`src/logic/ars_pkg.sv`:
```
// Shared constants and types of the sector read command block.
// Assumes a 32-bit Wishbone register bus and a medium engine outside.
package ars_pkg;
  // Register indices; byte address is four times the index.
  localparam logic [8:0] IDX_ERROR   = 9'h1F1;
  localparam logic [8:0] IDX_FEATURE = 9'h1F1;
  localparam logic [8:0] IDX_COUNT   = 9'h1F2;
  localparam logic [8:0] IDX_SECTOR  = 9'h1F3;
  localparam logic [8:0] IDX_CYL_LO  = 9'h1F4;
  localparam logic [8:0] IDX_CYL_HI  = 9'h1F5;
  localparam logic [8:0] IDX_DRVHEAD = 9'h1F6;
  localparam logic [8:0] IDX_STATE   = 9'h1F7;
  localparam logic [8:0] IDX_COMMAND = 9'h1F7;
  // Drive/head field positions.
  localparam int DH_LBA_BIT = 6;
  localparam int DH_DRV_BIT = 4;
  localparam int DH_HEAD_HI = 3;
  // Status bit positions.
  localparam int ST_BUSY  = 7;
  localparam int ST_READY = 6;
  localparam int ST_SEEKD = 4;
  localparam int ST_XREQ  = 3;
  localparam int ST_ERR   = 0;
  // Error register values.
  localparam logic [7:0] ER_NONE    = 8'h00;
  localparam logic [7:0] ER_UNCORR  = 8'h40;
  localparam logic [7:0] ER_ABORTED = 8'h04;
  localparam logic [7:0] ER_DIAG_OK = 8'h01;
  // Command codes.
  localparam logic [7:0] CMD_READ_SECT = 8'h20;
  localparam logic [7:0] CMD_DIAG      = 8'h90;
  // Count and geometry.
  localparam logic [8:0] CNT_FULL      = 9'h100;
  localparam logic [7:0] GEO_SECT_TRK  = 8'h3F;
  localparam logic [3:0] GEO_LAST_HEAD = 4'hF;
  localparam logic [7:0] FIRST_SECT    = 8'h01;
  // Reset values of the task file.
  localparam logic [7:0] RST_TASK   = 8'h00;
  localparam logic [7:0] RST_COUNT  = 8'h01;
  localparam logic [7:0] RST_SECTOR = 8'h01;
  localparam logic [7:0] RST_DRVHD  = 8'hA0;

  typedef enum logic [1:0] {
    ST_IDLE,
    ST_SEEK,
    ST_READ,
    ST_XFER
  } ars_state_type;

  // Address held in the task file, most significant first.
  typedef struct packed {
    logic [7:0] drv_head;
    logic [7:0] cyl_hi;
    logic [7:0] cyl_lo;
    logic [7:0] sector;
  } ars_addr_type;
endpackage : ars_pkg

```
`src/logic/ars_read_cmd.sv`:
```
// Task file registers and sector read command engine of the drive.
// Assumes a classic Wishbone master and a medium engine that answers
// each seek and sector read request with a one-cycle pulse.
//
// Local design decision: the Wishbone interface to the registers.
`timescale 1ns/1ns
module ars_read_cmd (
  input  wire logic                  clk_i,
  input  wire logic                  rst_i,
  input  wire logic                  cyc_i,
  input  wire logic                  stb_i,
  input  wire logic                  we_i,
  input  wire logic [10:0]           adr_i,
  input  wire logic [3:0]            sel_i,
  input  wire logic [31:0]           dat_i,
  output logic      [31:0]           dat_o,
  output logic                       ack_o,
  input  wire logic                  dev_is_slave_i,
  output logic                       seek_req_o,
  input  wire logic                  seek_done_i,
  output logic                       rd_req_o,
  input  wire logic                  rd_ok_i,
  input  wire logic                  rd_fail_i,
  output ars_pkg::ars_addr_type      media_addr_o,
  output logic                       media_lba_mode_o,
  output logic [27:0]                media_lba_o,
  output logic                       xfer_req_o,
  input  wire logic                  xfer_done_i
);
  ars_pkg::ars_state_type st_q, st_d;
  ars_pkg::ars_addr_type  ta_q, ta_d, nxt;
  logic [7:0]  cnt_reg_q, cnt_reg_d, feat_q, feat_d, er_q, er_d;
  logic [8:0]  left_q, left_d;
  logic [19:0] trk_q, trk_d;
  logic        busy_q, busy_d, drq_q, drq_d, err_q, err_d;
  logic        ack_q, ack_d, seek_q, seek_d, rdrq_q, rdrq_d;
  logic [31:0] rdat_q, rdat_d;
  logic        wr_en, rd_take, idle_host, is_read, dv_ok, lba;
  logic [8:0]  idx;
  logic [7:0]  wb, status;

  // Track tag of an address; a tag that differs from the last sought track makes the command seek first.
  function automatic logic [19:0] trk_of(ars_pkg::ars_addr_type a);
    if (a.drv_head[ars_pkg::DH_LBA_BIT]) begin
      trk_of = {a.drv_head[3:0], a.cyl_hi, a.cyl_lo};
    end else begin
      trk_of = {a.cyl_hi, a.cyl_lo, a.drv_head[3:0]};
    end
  endfunction : trk_of

  // Next sector address in either mode.
  function automatic ars_pkg::ars_addr_type adv(ars_pkg::ars_addr_type a);
    logic [27:0] l;
    logic [15:0] c;
    adv = a;
    l = {a.drv_head[3:0], a.cyl_hi, a.cyl_lo, a.sector} + 28'h0000001;
    c = {a.cyl_hi, a.cyl_lo} + 16'h0001;
    if (a.drv_head[ars_pkg::DH_LBA_BIT]) begin
      adv.drv_head[3:0] = l[27:24];
      adv.cyl_hi = l[23:16];
      adv.cyl_lo = l[15:8];
      adv.sector = l[7:0];
    end else if (a.sector < ars_pkg::GEO_SECT_TRK) begin
      adv.sector = a.sector + 8'h01;
    end else begin
      adv.sector = ars_pkg::FIRST_SECT;
      if (a.drv_head[3:0] == ars_pkg::GEO_LAST_HEAD) begin
        adv.drv_head[3:0] = 4'h0;
        adv.cyl_hi = c[15:8];
        adv.cyl_lo = c[7:0];
      end else begin
        adv.drv_head[3:0] = a.drv_head[3:0] + 4'h1;
      end
    end
  endfunction : adv

  assign idx       = adr_i[10:2];
  assign wb        = dat_i[7:0];
  assign wr_en     = cyc_i && stb_i && we_i && ack_q && sel_i[0];
  assign rd_take   = cyc_i && stb_i && !ack_q;
  assign idle_host = !busy_q && !drq_q;
  assign lba       = ta_q.drv_head[ars_pkg::DH_LBA_BIT];
  // Bit 0 of the code is an option bit and takes no part in decode.
  assign is_read   = wb[7:1] == ars_pkg::CMD_READ_SECT[7:1];
  // Only the drive bit selects; the head field plays no part here.
  assign dv_ok     = ta_q.drv_head[ars_pkg::DH_DRV_BIT] == dev_is_slave_i;

  always_comb begin
    status = 8'h00;
    status[ars_pkg::ST_BUSY]  = busy_q;
    status[ars_pkg::ST_READY] = !busy_q;
    status[ars_pkg::ST_SEEKD] = st_q != ars_pkg::ST_SEEK;
    status[ars_pkg::ST_XREQ]  = drq_q;
    status[ars_pkg::ST_ERR]   = err_q;
  end

  always_comb begin
    st_d = st_q;
    ta_d = ta_q;
    cnt_reg_d = cnt_reg_q;
    feat_d = feat_q;
    er_d = er_q;
    left_d = left_q;
    trk_d = trk_q;
    busy_d = busy_q;
    drq_d = drq_q;
    err_d = err_q;
    seek_d = 1'b0;
    rdrq_d = 1'b0;
    nxt = adv(ta_q);
    ack_d = rd_take;
    rdat_d = rdat_q;
    if (rd_take) begin
      unique case (idx)
        ars_pkg::IDX_ERROR:   rdat_d = {24'h000000, er_q};
        ars_pkg::IDX_COUNT:   rdat_d = {24'h000000, cnt_reg_q};
        ars_pkg::IDX_SECTOR:  rdat_d = {24'h000000, ta_q.sector};
        ars_pkg::IDX_CYL_LO:  rdat_d = {24'h000000, ta_q.cyl_lo};
        ars_pkg::IDX_CYL_HI:  rdat_d = {24'h000000, ta_q.cyl_hi};
        ars_pkg::IDX_DRVHEAD: rdat_d = {24'h000000, ta_q.drv_head};
        ars_pkg::IDX_STATE:   rdat_d = {24'h000000, status};
        default:              rdat_d = 32'h00000000;
      endcase
    end
    // Parameters are only taken while the host may legally write them.
    if (wr_en && idle_host) begin
      unique case (idx)
        // Stored only; a read of this index returns the error register and no command logic reads it.
        ars_pkg::IDX_FEATURE: feat_d = wb;
        ars_pkg::IDX_COUNT:   cnt_reg_d = wb;
        ars_pkg::IDX_SECTOR:  ta_d.sector = wb;
        ars_pkg::IDX_CYL_LO:  ta_d.cyl_lo = wb;
        ars_pkg::IDX_CYL_HI:  ta_d.cyl_hi = wb;
        ars_pkg::IDX_DRVHEAD: ta_d.drv_head = wb;
        ars_pkg::IDX_COMMAND: begin
          if (wb == ars_pkg::CMD_DIAG) begin
            // Both drives run this one regardless of the drive bit.
            er_d = ars_pkg::ER_DIAG_OK;
            err_d = 1'b0;
          end else if (!dv_ok) begin
            er_d = er_q;
          end else if (is_read) begin
            // Start at once from the task file as it stands.
            busy_d = 1'b1;
            err_d = 1'b0;
            er_d = ars_pkg::ER_NONE;
            left_d = (cnt_reg_q == 8'h00) ? ars_pkg::CNT_FULL
                                          : {1'b0, cnt_reg_q};
            if (trk_of(ta_q) != trk_q) begin
              st_d = ars_pkg::ST_SEEK;
              seek_d = 1'b1;
            end else begin
              st_d = ars_pkg::ST_READ;
              rdrq_d = 1'b1;
            end
          end else begin
            err_d = 1'b1;
            er_d = ars_pkg::ER_ABORTED;
          end
        end
        default: feat_d = feat_q;
      endcase
    end
    unique case (st_q)
      ars_pkg::ST_IDLE: busy_d = busy_d;
      ars_pkg::ST_SEEK: begin
        if (seek_done_i) begin
          trk_d = trk_of(ta_q);
          st_d = ars_pkg::ST_READ;
          rdrq_d = 1'b1;
        end
      end
      ars_pkg::ST_READ: begin
        if (rd_ok_i || rd_fail_i) begin
          // Request goes up for good and bad sectors alike.
          drq_d = 1'b1;
          busy_d = 1'b0;
          st_d = ars_pkg::ST_XFER;
          if (rd_fail_i) begin
            err_d = 1'b1;
            er_d = ars_pkg::ER_UNCORR;
          end
        end
      end
      ars_pkg::ST_XFER: begin
        if (xfer_done_i) begin
          drq_d = 1'b0;
          if (err_q) begin
            // Address stays on the failing sector; it counts as untaken.
            cnt_reg_d = left_q[7:0];
            st_d = ars_pkg::ST_IDLE;
          end else if (left_q == 9'h001) begin
            // Task file already holds the last sector read.
            cnt_reg_d = 8'h00;
            left_d = 9'h000;
            st_d = ars_pkg::ST_IDLE;
          end else begin
            left_d = left_q - 9'h001;
            cnt_reg_d = 8'(left_q - 9'h001);
            ta_d = nxt;
            busy_d = 1'b1;
            if (trk_of(nxt) != trk_q) begin
              st_d = ars_pkg::ST_SEEK;
              seek_d = 1'b1;
            end else begin
              st_d = ars_pkg::ST_READ;
              rdrq_d = 1'b1;
            end
          end
        end
      end
    endcase
  end

  always_ff @(posedge clk_i) begin
    if (rst_i) begin
      st_q <= ars_pkg::ST_IDLE;
      ta_q <= '{ars_pkg::RST_DRVHD, ars_pkg::RST_TASK,
                ars_pkg::RST_TASK, ars_pkg::RST_SECTOR};
      cnt_reg_q <= ars_pkg::RST_COUNT;
      feat_q <= ars_pkg::RST_TASK;
      er_q <= ars_pkg::ER_DIAG_OK;
      left_q <= 9'h000;
      trk_q <= 20'h00000;
      busy_q <= 1'b0;
      drq_q <= 1'b0;
      err_q <= 1'b0;
      ack_q <= 1'b0;
      seek_q <= 1'b0;
      rdrq_q <= 1'b0;
      rdat_q <= 32'h00000000;
    end else begin
      st_q <= st_d;
      ta_q <= ta_d;
      cnt_reg_q <= cnt_reg_d;
      feat_q <= feat_d;
      er_q <= er_d;
      left_q <= left_d;
      trk_q <= trk_d;
      busy_q <= busy_d;
      drq_q <= drq_d;
      err_q <= err_d;
      ack_q <= ack_d;
      seek_q <= seek_d;
      rdrq_q <= rdrq_d;
      rdat_q <= rdat_d;
    end
  end

  assign dat_o            = rdat_q;
  assign ack_o            = ack_q;
  assign seek_req_o       = seek_q;
  assign rd_req_o         = rdrq_q;
  assign xfer_req_o       = drq_q;
  assign media_addr_o     = ta_q;
  assign media_lba_mode_o = lba;
  assign media_lba_o      = {ta_q.drv_head[3:0], ta_q.cyl_hi,
                             ta_q.cyl_lo, ta_q.sector};

  logic       cmd_wr;
  logic [7:0] left_lo;
  assign cmd_wr  = wr_en && idle_host && idx == ars_pkg::IDX_COMMAND;
  // Low byte of the remaining count; 256 left reads back as 00.
  assign left_lo = left_q[7:0];
endmodule : ars_read_cmd

```
`config.mk`:
```
export PLATFORM = sky130hd
export DESIGN_NAME = ars_read_cmd
export DESIGN_NICKNAME = d
export VERILOG_FILES = /design/src/logic/ars_pkg.sv /design/src/logic/ars_read_cmd.sv
export SDC_FILE = /design/constraint.sdc
export NUM_CORES = 1
export LEC_CHECK = 0
export ABC_CLOCK_PERIOD_IN_PS = 3800
export BUFFER_PORTS_ARGS = -buffer_cell sky130_fd_sc_hd__buf_2
export CORE_MARGIN = 4
export CORE_UTILIZATION = 57
export CTS_CLUSTER_SIZE = 14
export DETAILED_ROUTE_END_ITERATION = 8
export HOLD_SLACK_MARGIN = 0.02
export MAX_ROUTING_LAYER = met4
export PLACE_DENSITY = 0.86
export SETUP_SLACK_MARGIN = 0.02
export SLEW_MARGIN = 20
export SYNTH_ARGS = -nofsm -noshare
export SYNTH_HDL_FRONTEND = slang
export SYNTH_SLANG_ARGS = --single-unit
```
`constraint.sdc`:
```
create_clock -name clk_i -period 3.8 [get_ports clk_i]
set_input_delay 0.19 -clock clk_i [delete_from_list [all_inputs] [get_ports clk_i]]
set_output_delay 0.19 -clock clk_i [all_outputs]
set_load 0.01 [all_outputs]
```
# Yosys cells after proc, flatten, opt, wreduce, memory -nomap -nowiden
# Cells that the tools add are included.
dict set report word_totals {
  regBits 117
  latchBits 0
  ram_bits 0
  rom_bits 0
  in_bits 57
  memories 0
}
dict set report classes {
  addsub 5
  n_mul 0
  n_div 0
  magnitude_cmp 1
  n_eq_ne 21
  shift 0
  mux 107
  bitwise_logic 0
  n_reduce_logical 15
}
# cell n
set op_table {}
lappend op_table {{2-to-1 mux 20 bit} 12}
lappend op_table {{2-to-1 mux 32 bit} 5}
lappend op_table {{2-to-1 mux 8 bit} 18}
lappend op_table {{2-to-1 mux 9 bit} 10}
lappend op_table {{equality test 9 bit, second input constant} 7}
lappend op_table {{one-hot mux 8 bit (7 select lines)} 1}
lappend op_table {{2-to-1 mux 1 bit} 41}
lappend op_table {{!= test 20 bit} 2}
lappend op_table {{adder 28 x 1 -> 28 bit, second input constant} 1}
lappend op_table {{2-to-1 mux 28 bit} 1}
lappend op_table {{2-to-1 mux 2 bit} 12}
lappend op_table {{adder 16 x 1 -> 16 bit, second input constant} 1}
lappend op_table {{2-to-1 mux 16 bit} 1}
lappend op_table {{equality test 9 x 1 -> 1 bit, second input constant} 1}
lappend op_table {{subtractor 9 x 1 -> 9 bit, second input constant} 1}
lappend op_table {{adder 8 x 1 -> 8 bit, second input constant} 1}
lappend op_table {{equality test 8 bit, second input constant} 1}
lappend op_table {{logical NOT 8 bit} 1}
lappend op_table {{< comparator 8 x 6 -> 1 bit, second input constant} 1}
lappend op_table {{equality test 7 x 5 -> 1 bit, second input constant} 1}
lappend op_table {{logical AND 1 bit} 7}
lappend op_table {{one-hot mux 1 bit (2 select lines)} 3}
lappend op_table {{one-hot mux 2 bit (3 select lines)} 1}
lappend op_table {{adder 4 x 1 -> 4 bit, second input constant} 1}
lappend op_table {{14 further kinds} 18}

# Longest topological paths before layout
# Gate-level depths: netlist (run 1).
dict set report depth {
  depth_word 18
  depth_mapped 12
  ltp_nobuf 10
}

# Least setup slack after synthesis (run 1)
# No wires, ideal clock.
dict set report synth_timing {
  path_kind {register -> register}
  from {reg ta_q (netlist bit media_addr_o[0])}
  to {reg rdrq_q (netlist: rd_req_o)}
  arrival_time_ns 2.915
  required_time_ns 3.730
  path_slack_ns 0.815
  stages_incl_launch_ff 11
  n_path_buf 0
  period_less_slack_ns 2.985
  path_cell_list {dfxtp_1 -> ha_1 -> and4_1 -> a21oi_2 -> or4_1 -> nand3_1 -> mux2_2 -> a2111oi_4 -> nand4_1 -> o41a_1 -> a21oi_1}
}
dict set report synth_between {
  elab_chain_cells 14
  elab_cells_between_ends 15
  classes_between {add/sub (1); order compare (1); eq/ne (1); mux (12)}
}
# item line_no
set synth_lines {}
lappend synth_lines {{start: declaration} ars_read_cmd.sv:31} ;# ars_pkg::ars_addr_type ta_q, ta_d, nxt;
lappend synth_lines {{start signal: assignment} ars_read_cmd.sv:218} ;# ta_q <= '{ars_pkg::RST_DRVHD, ars_pkg::RST_TASK,
lappend synth_lines {{start signal: assignment} ars_read_cmd.sv:234} ;# ta_q <= ta_d;
lappend synth_lines {{branches (longest 2 deep; another with adder 28 x 1 -> 28 bit)} -}
lappend synth_lines {{2-to-1 mux 28 bit (*)} ars_read_cmd.sv:58} ;# if (a.drv_head[ars_pkg::DH_LBA_BIT]) begin
lappend synth_lines {{2-to-1 mux 20 bit (*)} ars_read_cmd.sv:44} ;# if (a.drv_head[ars_pkg::DH_LBA_BIT]) begin
lappend synth_lines {{2-to-1 mux 20 bit (*)} ars_read_cmd.sv:192} ;# end else if (left_q == 9'h001) begin
lappend synth_lines {{2-to-1 mux 20 bit (*)} ars_read_cmd.sv:188} ;# if (err_q) begin
lappend synth_lines {{2-to-1 mux 20 bit (*)} ars_read_cmd.sv:186} ;# if (xfer_done_i) begin
lappend synth_lines {{2-to-1 mux 20 bit (*)} ars_read_cmd.sv:164} ;# unique case (st_q)
lappend synth_lines {{!= test 20 bit (*)} ars_read_cmd.sv:202} ;# if (trk_of(nxt) != trk_q) begin
lappend synth_lines {{2-to-1 mux 1 bit (*)} ars_read_cmd.sv:202}
lappend synth_lines {{2-to-1 mux 1 bit (*)} ars_read_cmd.sv:192}
lappend synth_lines {{2-to-1 mux 1 bit (*)} ars_read_cmd.sv:188}
lappend synth_lines {{2-to-1 mux 1 bit (*)} ars_read_cmd.sv:186}
lappend synth_lines {{one-hot mux 1 bit (2 select lines) (*)} ars_read_cmd.sv:164}
lappend synth_lines {{end signal: assignment} ars_read_cmd.sv:245} ;# rdrq_q <= rdrq_d;
lappend synth_lines {{end: declaration} ars_read_cmd.sv:36} ;# logic ack_q, ack_d, seek_q, seek_d, rdrq_q, rdrq_d;
# Every way passes the cells marked *. The select of a mux whose other input is x is not followed.
# A chain may end at the register's enable or synchronous reset.

# Worst setup path after layout (run 1)
dict set report layout_timing {
  from {reg ta_q (netlist bit media_addr_o[24])}
  to {reg rdrq_q (netlist: rd_req_o)}
}
dict set report layout_between {
  elab_chain_cells 18
  elab_cells_between_ends 32
  classes_between {add/sub (2); eq/ne (3); mux (27)}
}
# item line_no
set layout_lines {}
lappend layout_lines {{branches (longest 17 deep; another with adder 28 x 1 -> 28 bit)} -}
lappend layout_lines {{one-hot mux 1 bit (2 select lines) (*)} ars_read_cmd.sv:164}
# Marked as above.

==> results_dict.tcl, run 1 <==
set metrics [dict create \
    antenna_found_initial 1 \
    groute.usage.overall_pct 34.7 \
    slew_violations 0 \
    post_cts_resize_count 0 \
    drtIter0Drc 1201 \
    rows 41 \
    rsz0062_at_grt "false" \
    dieArea_mm2 0.0152 \
    synthCells 980 \
    critPathKind "reg -> reg" \
    path_clk_slew_ns 0.08 \
    h-tree-depth 3 \
    ant_nets 0 \
    synth.avg_cell_area_um2 7.75 \
    crit_top_cell "a21oi_1" \
    post_cts_buffers 0 \
    yosys_warnings 0 \
    post-place-ws_ns 0.439 \
    grt_pass1_vias 7253 \
    drc 0 \
    yosysUniqueCellTypes 86 \
    fill_cells 1157 \
    cts_tree "built" \
    synthArstFlopShare_pct 0 \
    cp.required_ns 4.07 \
    holdPathStages 3 \
    path_cells "ha_1 > and4_2 > a21o_1 > mux2_2 > a21oi_1 > xor2_1 > a2111oi_1 > nand4_1 > o41a_1 > a21oi_1" \
    dp_hpwl_mm 18.8 \
    fin_hold_ws_ns 0.199 \
    clock_latency_ns 0.36 \
    finalHoldViolCount 0 \
    powerDensity_mw_per_mm2 268 \
    critical_path_peak_fanout 7 \
    port_buffers 100 \
    grt_pass1_wl_mm 39.7 \
    placed_cell_area_mm2 0.00792 \
    status "finished, final reports clean" \
    finalCritPeriodShare_pct 90.4 \
    synth_edf_count 0 \
    tightestPinTransition_ns 0.961 \
    first_pass_iters 6 \
    wl_per_cell_um 21.2 \
    synthFlopType "dfxtp_1" \
    maxCapViolations 0 \
    fin_ws_ns 0.364 \
    grt_max_degree 47 \
    ys_seq_elements 93 \
    area_growth_pct 8.09 \
    core_area_mm2 0.0128 \
    fin_worst_skew_ns 0.0132 \
    worst_setup_path_start_kind "flip-flop" \
    critPathCaptureType "flip-flop" \
    grt_overflow 0 \
    drive_gt1_share_pct 20.6 \
    max-vdd-ir-drop_v 0.000330 \
    layout_min_cycle_time_ns 3.44 \
    syn_area_mm2 0.00760 \
    p_leak_uw 0.00327 \
    reg2reg_depth 10 \
    worstPathArrival_ns 3.71 \
    final_cell_area_mm2 0.00821 \
    slew_headroom_pct 35.3 \
    cp_slowest_stage_delay_ns 0.51 \
    tns_ns 0 \
    hp-class "in -> reg" \
    routed_wl_mm 25.8 \
    fmax_ghz 0.291 \
    critical-path-slowest-cell "o41a_1" \
    hold_buffers 0 \
    cts_buffers 9 \
    ys_seq_area_share_pct 24.5 \
    dieHeight_um 123 \
    fin_nets 1099 \
    io_pins 154 \
    via_per_inst 6.51 \
    clkSinkCount 93 \
    routabilityCongestion 1.03 \
    initial_core_util_pct 59.2 \
    fp.dieW_um 123 \
    via_count 7908 \
    cts_buffer_depth 2 \
    cts_root_buf "clkbuf_16" \
    setup_viol 0 \
]
==> synth_stat cells (all sizes together) (12+ instances only) <==
library cell | number | area (um^2)
a211oi | 34 | 255
a21oi | 69 | 349
a31oi | 20 | 125
and2 | 13 | 81.3
buf | 81 | 589
clkbuf | 52 | 315
dfxtp | 93 | 1860
mux2 | 12 | 135
mux2i | 41 | 410
nand2 | 79 | 299
nand3 | 34 | 198
nand4 | 17 | 134
nor2 | 124 | 465
nor3 | 31 | 181
nor4 | 25 | 178
o21ai | 30 | 150
xnor2 | 44 | 385
xor2 | 25 | 219
==> cells in the final DEF (no fill, tap or decap), types with 10 or more instances in the layout <==
cell | Yosys | routed
and2_1 | 12 | 12
nor4_1 | 23 | 23
nand2_1 | 78 | 78
o21ai_0 | 30 | 30
inv_1 | 11 | 11
nand3_1 | 30 | 30
mux2_2 | 12 | 12
nand4_1 | 14 | 14
nor3_1 | 27 | 27
a31oi_1 | 20 | 20
a21oi_1 | 68 | 68
xnor2_1 | 44 | 44
nor2_1 | 124 | 124
a22oi_1 | 10 | 10
buf_4 | 55 | 56
mux2i_1 | 41 | 41
and3_1 | 10 | 10
conb_1 | 1 | 24
dfxtp_1 | 93 | 92
a211oi_1 | 34 | 34
xor2_1 | 25 | 25
buf_2 | 12 | 100
==> report_power, final <==
group	leakage, uW	internal (uW)	switching (uW)
registers	0.000751	993	32.9
clock network	0.000145	462	460
logic	0.00238	95.9	156
==> cells by family (layout without fill, tap and decap cells) <==
logic type	Yosys count	after routing	synth area share [%]
adders and majority gates	5	5	0.823
AOI/OAI and AO/OA	235	235	21.1
buffers and inverters	144	183	12.5
DFF	93	93	24.5
and+or+nand+nor	380	380	25.9
other	1	25	0.0494
xor gates and xnor gates	69	69	7.95
muxes	53	53	7.18
==> flip-flops by register name, summed over array words and instances, names as in the netlist <==
name,count
busy_q,1
xfer_req_o,1
dat_o,8
cnt_reg_q,8
ack_o,1
media_addr_o,32
rd_req_o,1
err_q,1
st_q,2
left_q,9
er_q,8
trk_q,20
seek_req_o,1
==> final timing paths <==
path,startpoint,endpoint,slack (ns)
setup reg to reg,media_addr_o[24],rd_req_o,0.36
hold reg to reg,dat_o[6],dat_o[6],0.46
setup / recovery,media_addr_o[24],rd_req_o,0.36
hold / removal,dat_i[4],media_addr_o[12],0.20
==> cell type report <==
type / instances / area, um^2 / area share (%)
flip-flops and latches: 93 / 1860 / 22.7
multi-input cells: 766 / 4880 / 59.4
diodes: 1 / 2.50 / 0.0305
inverters: 11 / 41.3 / 0.503
repair buffers: 156 / 921 / 11.2
clock inverters: 7 / 67.6 / 0.823
well taps: 172 / 215 / 2.62
clock buffers: 9 / 225 / 2.74
==> worst max-delay path, delay by kind of cell (launching register included) <==
kind	cells	cell delay, ns
compound gates	5	1.56
simple gates	2	0.60
mux	1	0.39
flops	1	0.34
fa+ha+maj	1	0.32
xor+xnor	1	0.14
==> metrics by stage <==
step	cells	total power [uW]	utilization [%]
after global placement	1198	1280	61.7
after global routing	1215	2270	64.0
after detailed placement	1198	1290	61.7
after CTS	1214	2190	64.0
final	1215	2200	64.0
after floorplan	1003	1230	-
==> routing by layer <==
layer | track usage, % | part of all wire (%) | vias up
met2 | 51.6 | 44 | 563
met3 | 8.33 | 12 | 102
met5 | - | 0 | -
li1 | - | - | 3593
met4 | 14.6 | 3.9 | 0
met1 | 45.0 | 40 | 3650
Note: power is estimated with default switching activity, not from simulation.
==> run 2, diff against run 1 <==
--- a/config.mk
+++ b/config.mk
@@ -13,7 +13,7 @@
 export DETAILED_ROUTE_END_ITERATION = 8
 export HOLD_SLACK_MARGIN = 0.02
 export MAX_ROUTING_LAYER = met4
-export PLACE_DENSITY = 0.86
+export PLACE_DENSITY = 0.93
 export SETUP_SLACK_MARGIN = 0.02
 export SLEW_MARGIN = 20
 export SYNTH_ARGS = -nofsm -noshare
==> run 2 against run 1 <==
Against the previous run:
- setup slack got worse by 0.060 ns
- hold slack improved by 0.0010 ns
- global-route usage fell by 1.4 points
- critical endpoint unchanged
- wire length fell by 2.4%
- critical path depth fell by 1
- core utilization fell by 0.29 points
- flip-flop and latch count did not move
- clock skew fell by 0.0048 ns
- critical path type unchanged
==> results_dict.tcl, run 2 (synthesis results as in run 1) <==
set metrics [dict create \
    instances_no_fill 1205 \
    dieHeight_um 123 \
    path_clk_slew_ns 0.07 \
    holdPathStages 3 \
    post_cts_resize_count 0 \
    final_common_cell "nor2_1" \
    multi_input_area_mm2 0.00488 \
    slew_headroom_pct 33.3 \
    final_cell_mix "nor2_1 (124), buf_2 (100), dfxtp_1 (92)" \
    dieArea_mm2 0.0152 \
    powerDensity_mw_per_mm2 276 \
    antenna_found_initial 1 \
    grt_pass1_wl_mm 38.3 \
    p_leak_uw 0.00323 \
    dp_hpwl_mm 18.2 \
    worstPathArrival_ns 3.78 \
    routed_wl_mm 25.1 \
    cts_buffer_depth 2 \
    cts_buffers 9 \
    wl_per_cell_um 20.9 \
    fp.dieW_um 123 \
    utilization_pct 63.7 \
    cts_root_buf "clkbuf_16" \
    finalCritPeriodShare_pct 92.0 \
    setup_viol 0 \
    grt_overflow 0 \
    hp-class "in -> reg" \
    groute.usage.overall_pct 33.2 \
    fmax_ghz 0.286 \
    via_per_inst 6.66 \
    drc 0 \
    port_buffers 100 \
    maxCapViolations 0 \
    cp.required_ns 4.08 \
    cts_tree "built" \
    crit_top_cell "a21oi_1" \
    drive_gt1_share_pct 19.9 \
    critPathKind "reg -> reg" \
    rows 41 \
    io_pins 154 \
    fin_nets 1089 \
    first_pass_iters 6 \
    clock_latency_ns 0.36 \
    area_growth_pct 7.59 \
    initial_core_util_pct 59.2 \
    cp_slowest_stage_delay_ns 0.61 \
    critPathCaptureType "flip-flop" \
    core_area_mm2 0.0128 \
    layout_min_cycle_time_ns 3.50 \
    worst_setup_path_start_kind "flip-flop" \
    max-vdd-ir-drop_v 0.000181 \
    ant_nets 0 \
    drtIter0Drc 1358 \
    hold_buffers 0 \
    tightestPinTransition_ns 0.992 \
    fin_worst_skew_ns 0.00843 \
    critical_path_peak_fanout 9 \
    post-place-ws_ns 0.501 \
    status "finished, final reports clean" \
    routabilityCongestion 1.10 \
    post_cts_buffers 0 \
    h-tree-depth 3 \
    clkSinkCount 93 \
    path_cells "and4_2 > a21o_1 > mux2_2 > a21oi_1 > xor2_1 > a2111oi_1 > nand4_1 > o41a_1 > a21oi_1" \
    tns_ns 0 \
    via_count 8029 \
    fin_hold_ws_ns 0.200 \
    reg2reg_depth 9 \
    seq_area_mm2 0.00186 \
    dpl.cell_count 1188 \
    largest_reg_flops 32 \
    slew_violations 0 \
    grt_pass1_vias 7237 \
    rsz0062_at_grt "false" \
    critical-path-slowest-cell "dfxtp_1" \
    finalHoldViolCount 0 \
    grt_max_degree 46 \
    fill_cells 1062 \
    fin_ws_ns 0.304 \
]
[run 2: cell types whose count changed in the layout (fill, tap and decap cells not counted)]
cell,delta
buf_12,+1
buf_4,-11
bufinv_16,+1
clkinv_2,-1
[run 2: cell type report]
class | instances | share of cell area (%)
antenna | 1 | 0.0306
clock buffer | 9 | 2.76
clock inverter | 7 | 1.13
inverter | 11 | 0.505
multi-input combinational | 766 | 59.7
sequential | 93 | 22.8
tap | 172 | 2.63
timing repair buffer | 146 | 10.5
[run 2: final timing paths]
path                                      start                to  slack, ns
worst max-delay path            media_addr_o[2]          rd_req_o       0.30
worst min-delay path                   dat_i[3]  media_addr_o[11]       0.20
worst max register to register  media_addr_o[2]          rd_req_o       0.30
worst min register to register         dat_o[6]          dat_o[6]       0.46
[run 2: stage by stage]
step	total power (uW)	instance area, um^2
finish	2260	8170
global route	2310	8170
CTS	2240	8170
detailed placement	1290	7850
global placement	1280	7850
floorplan	1230	7680
[run 2: worst max-delay path: cells and delay by family, from the launching register on]
family          cells  cell delay [ns]
xor+xnor            1             0.14
simple gates        2             0.63
compound gates      5             1.63
mux                 1             0.40
flops               1             0.61
[run 2: power by group]
group	switching [uW]	internal, uW	leakage [uW]
combinational	158	96.0	0.00232
clock	448	529	0.000156
sequential	33.4	994	0.000751
total	639	1620	0.00323
[run 2: per-layer routing]
metal	routed length (um)	track usage [%]
met3	3350	8.69
met5	0	-
met2	10800	47.6
met1	9830	43.2
met4	1200	17.0
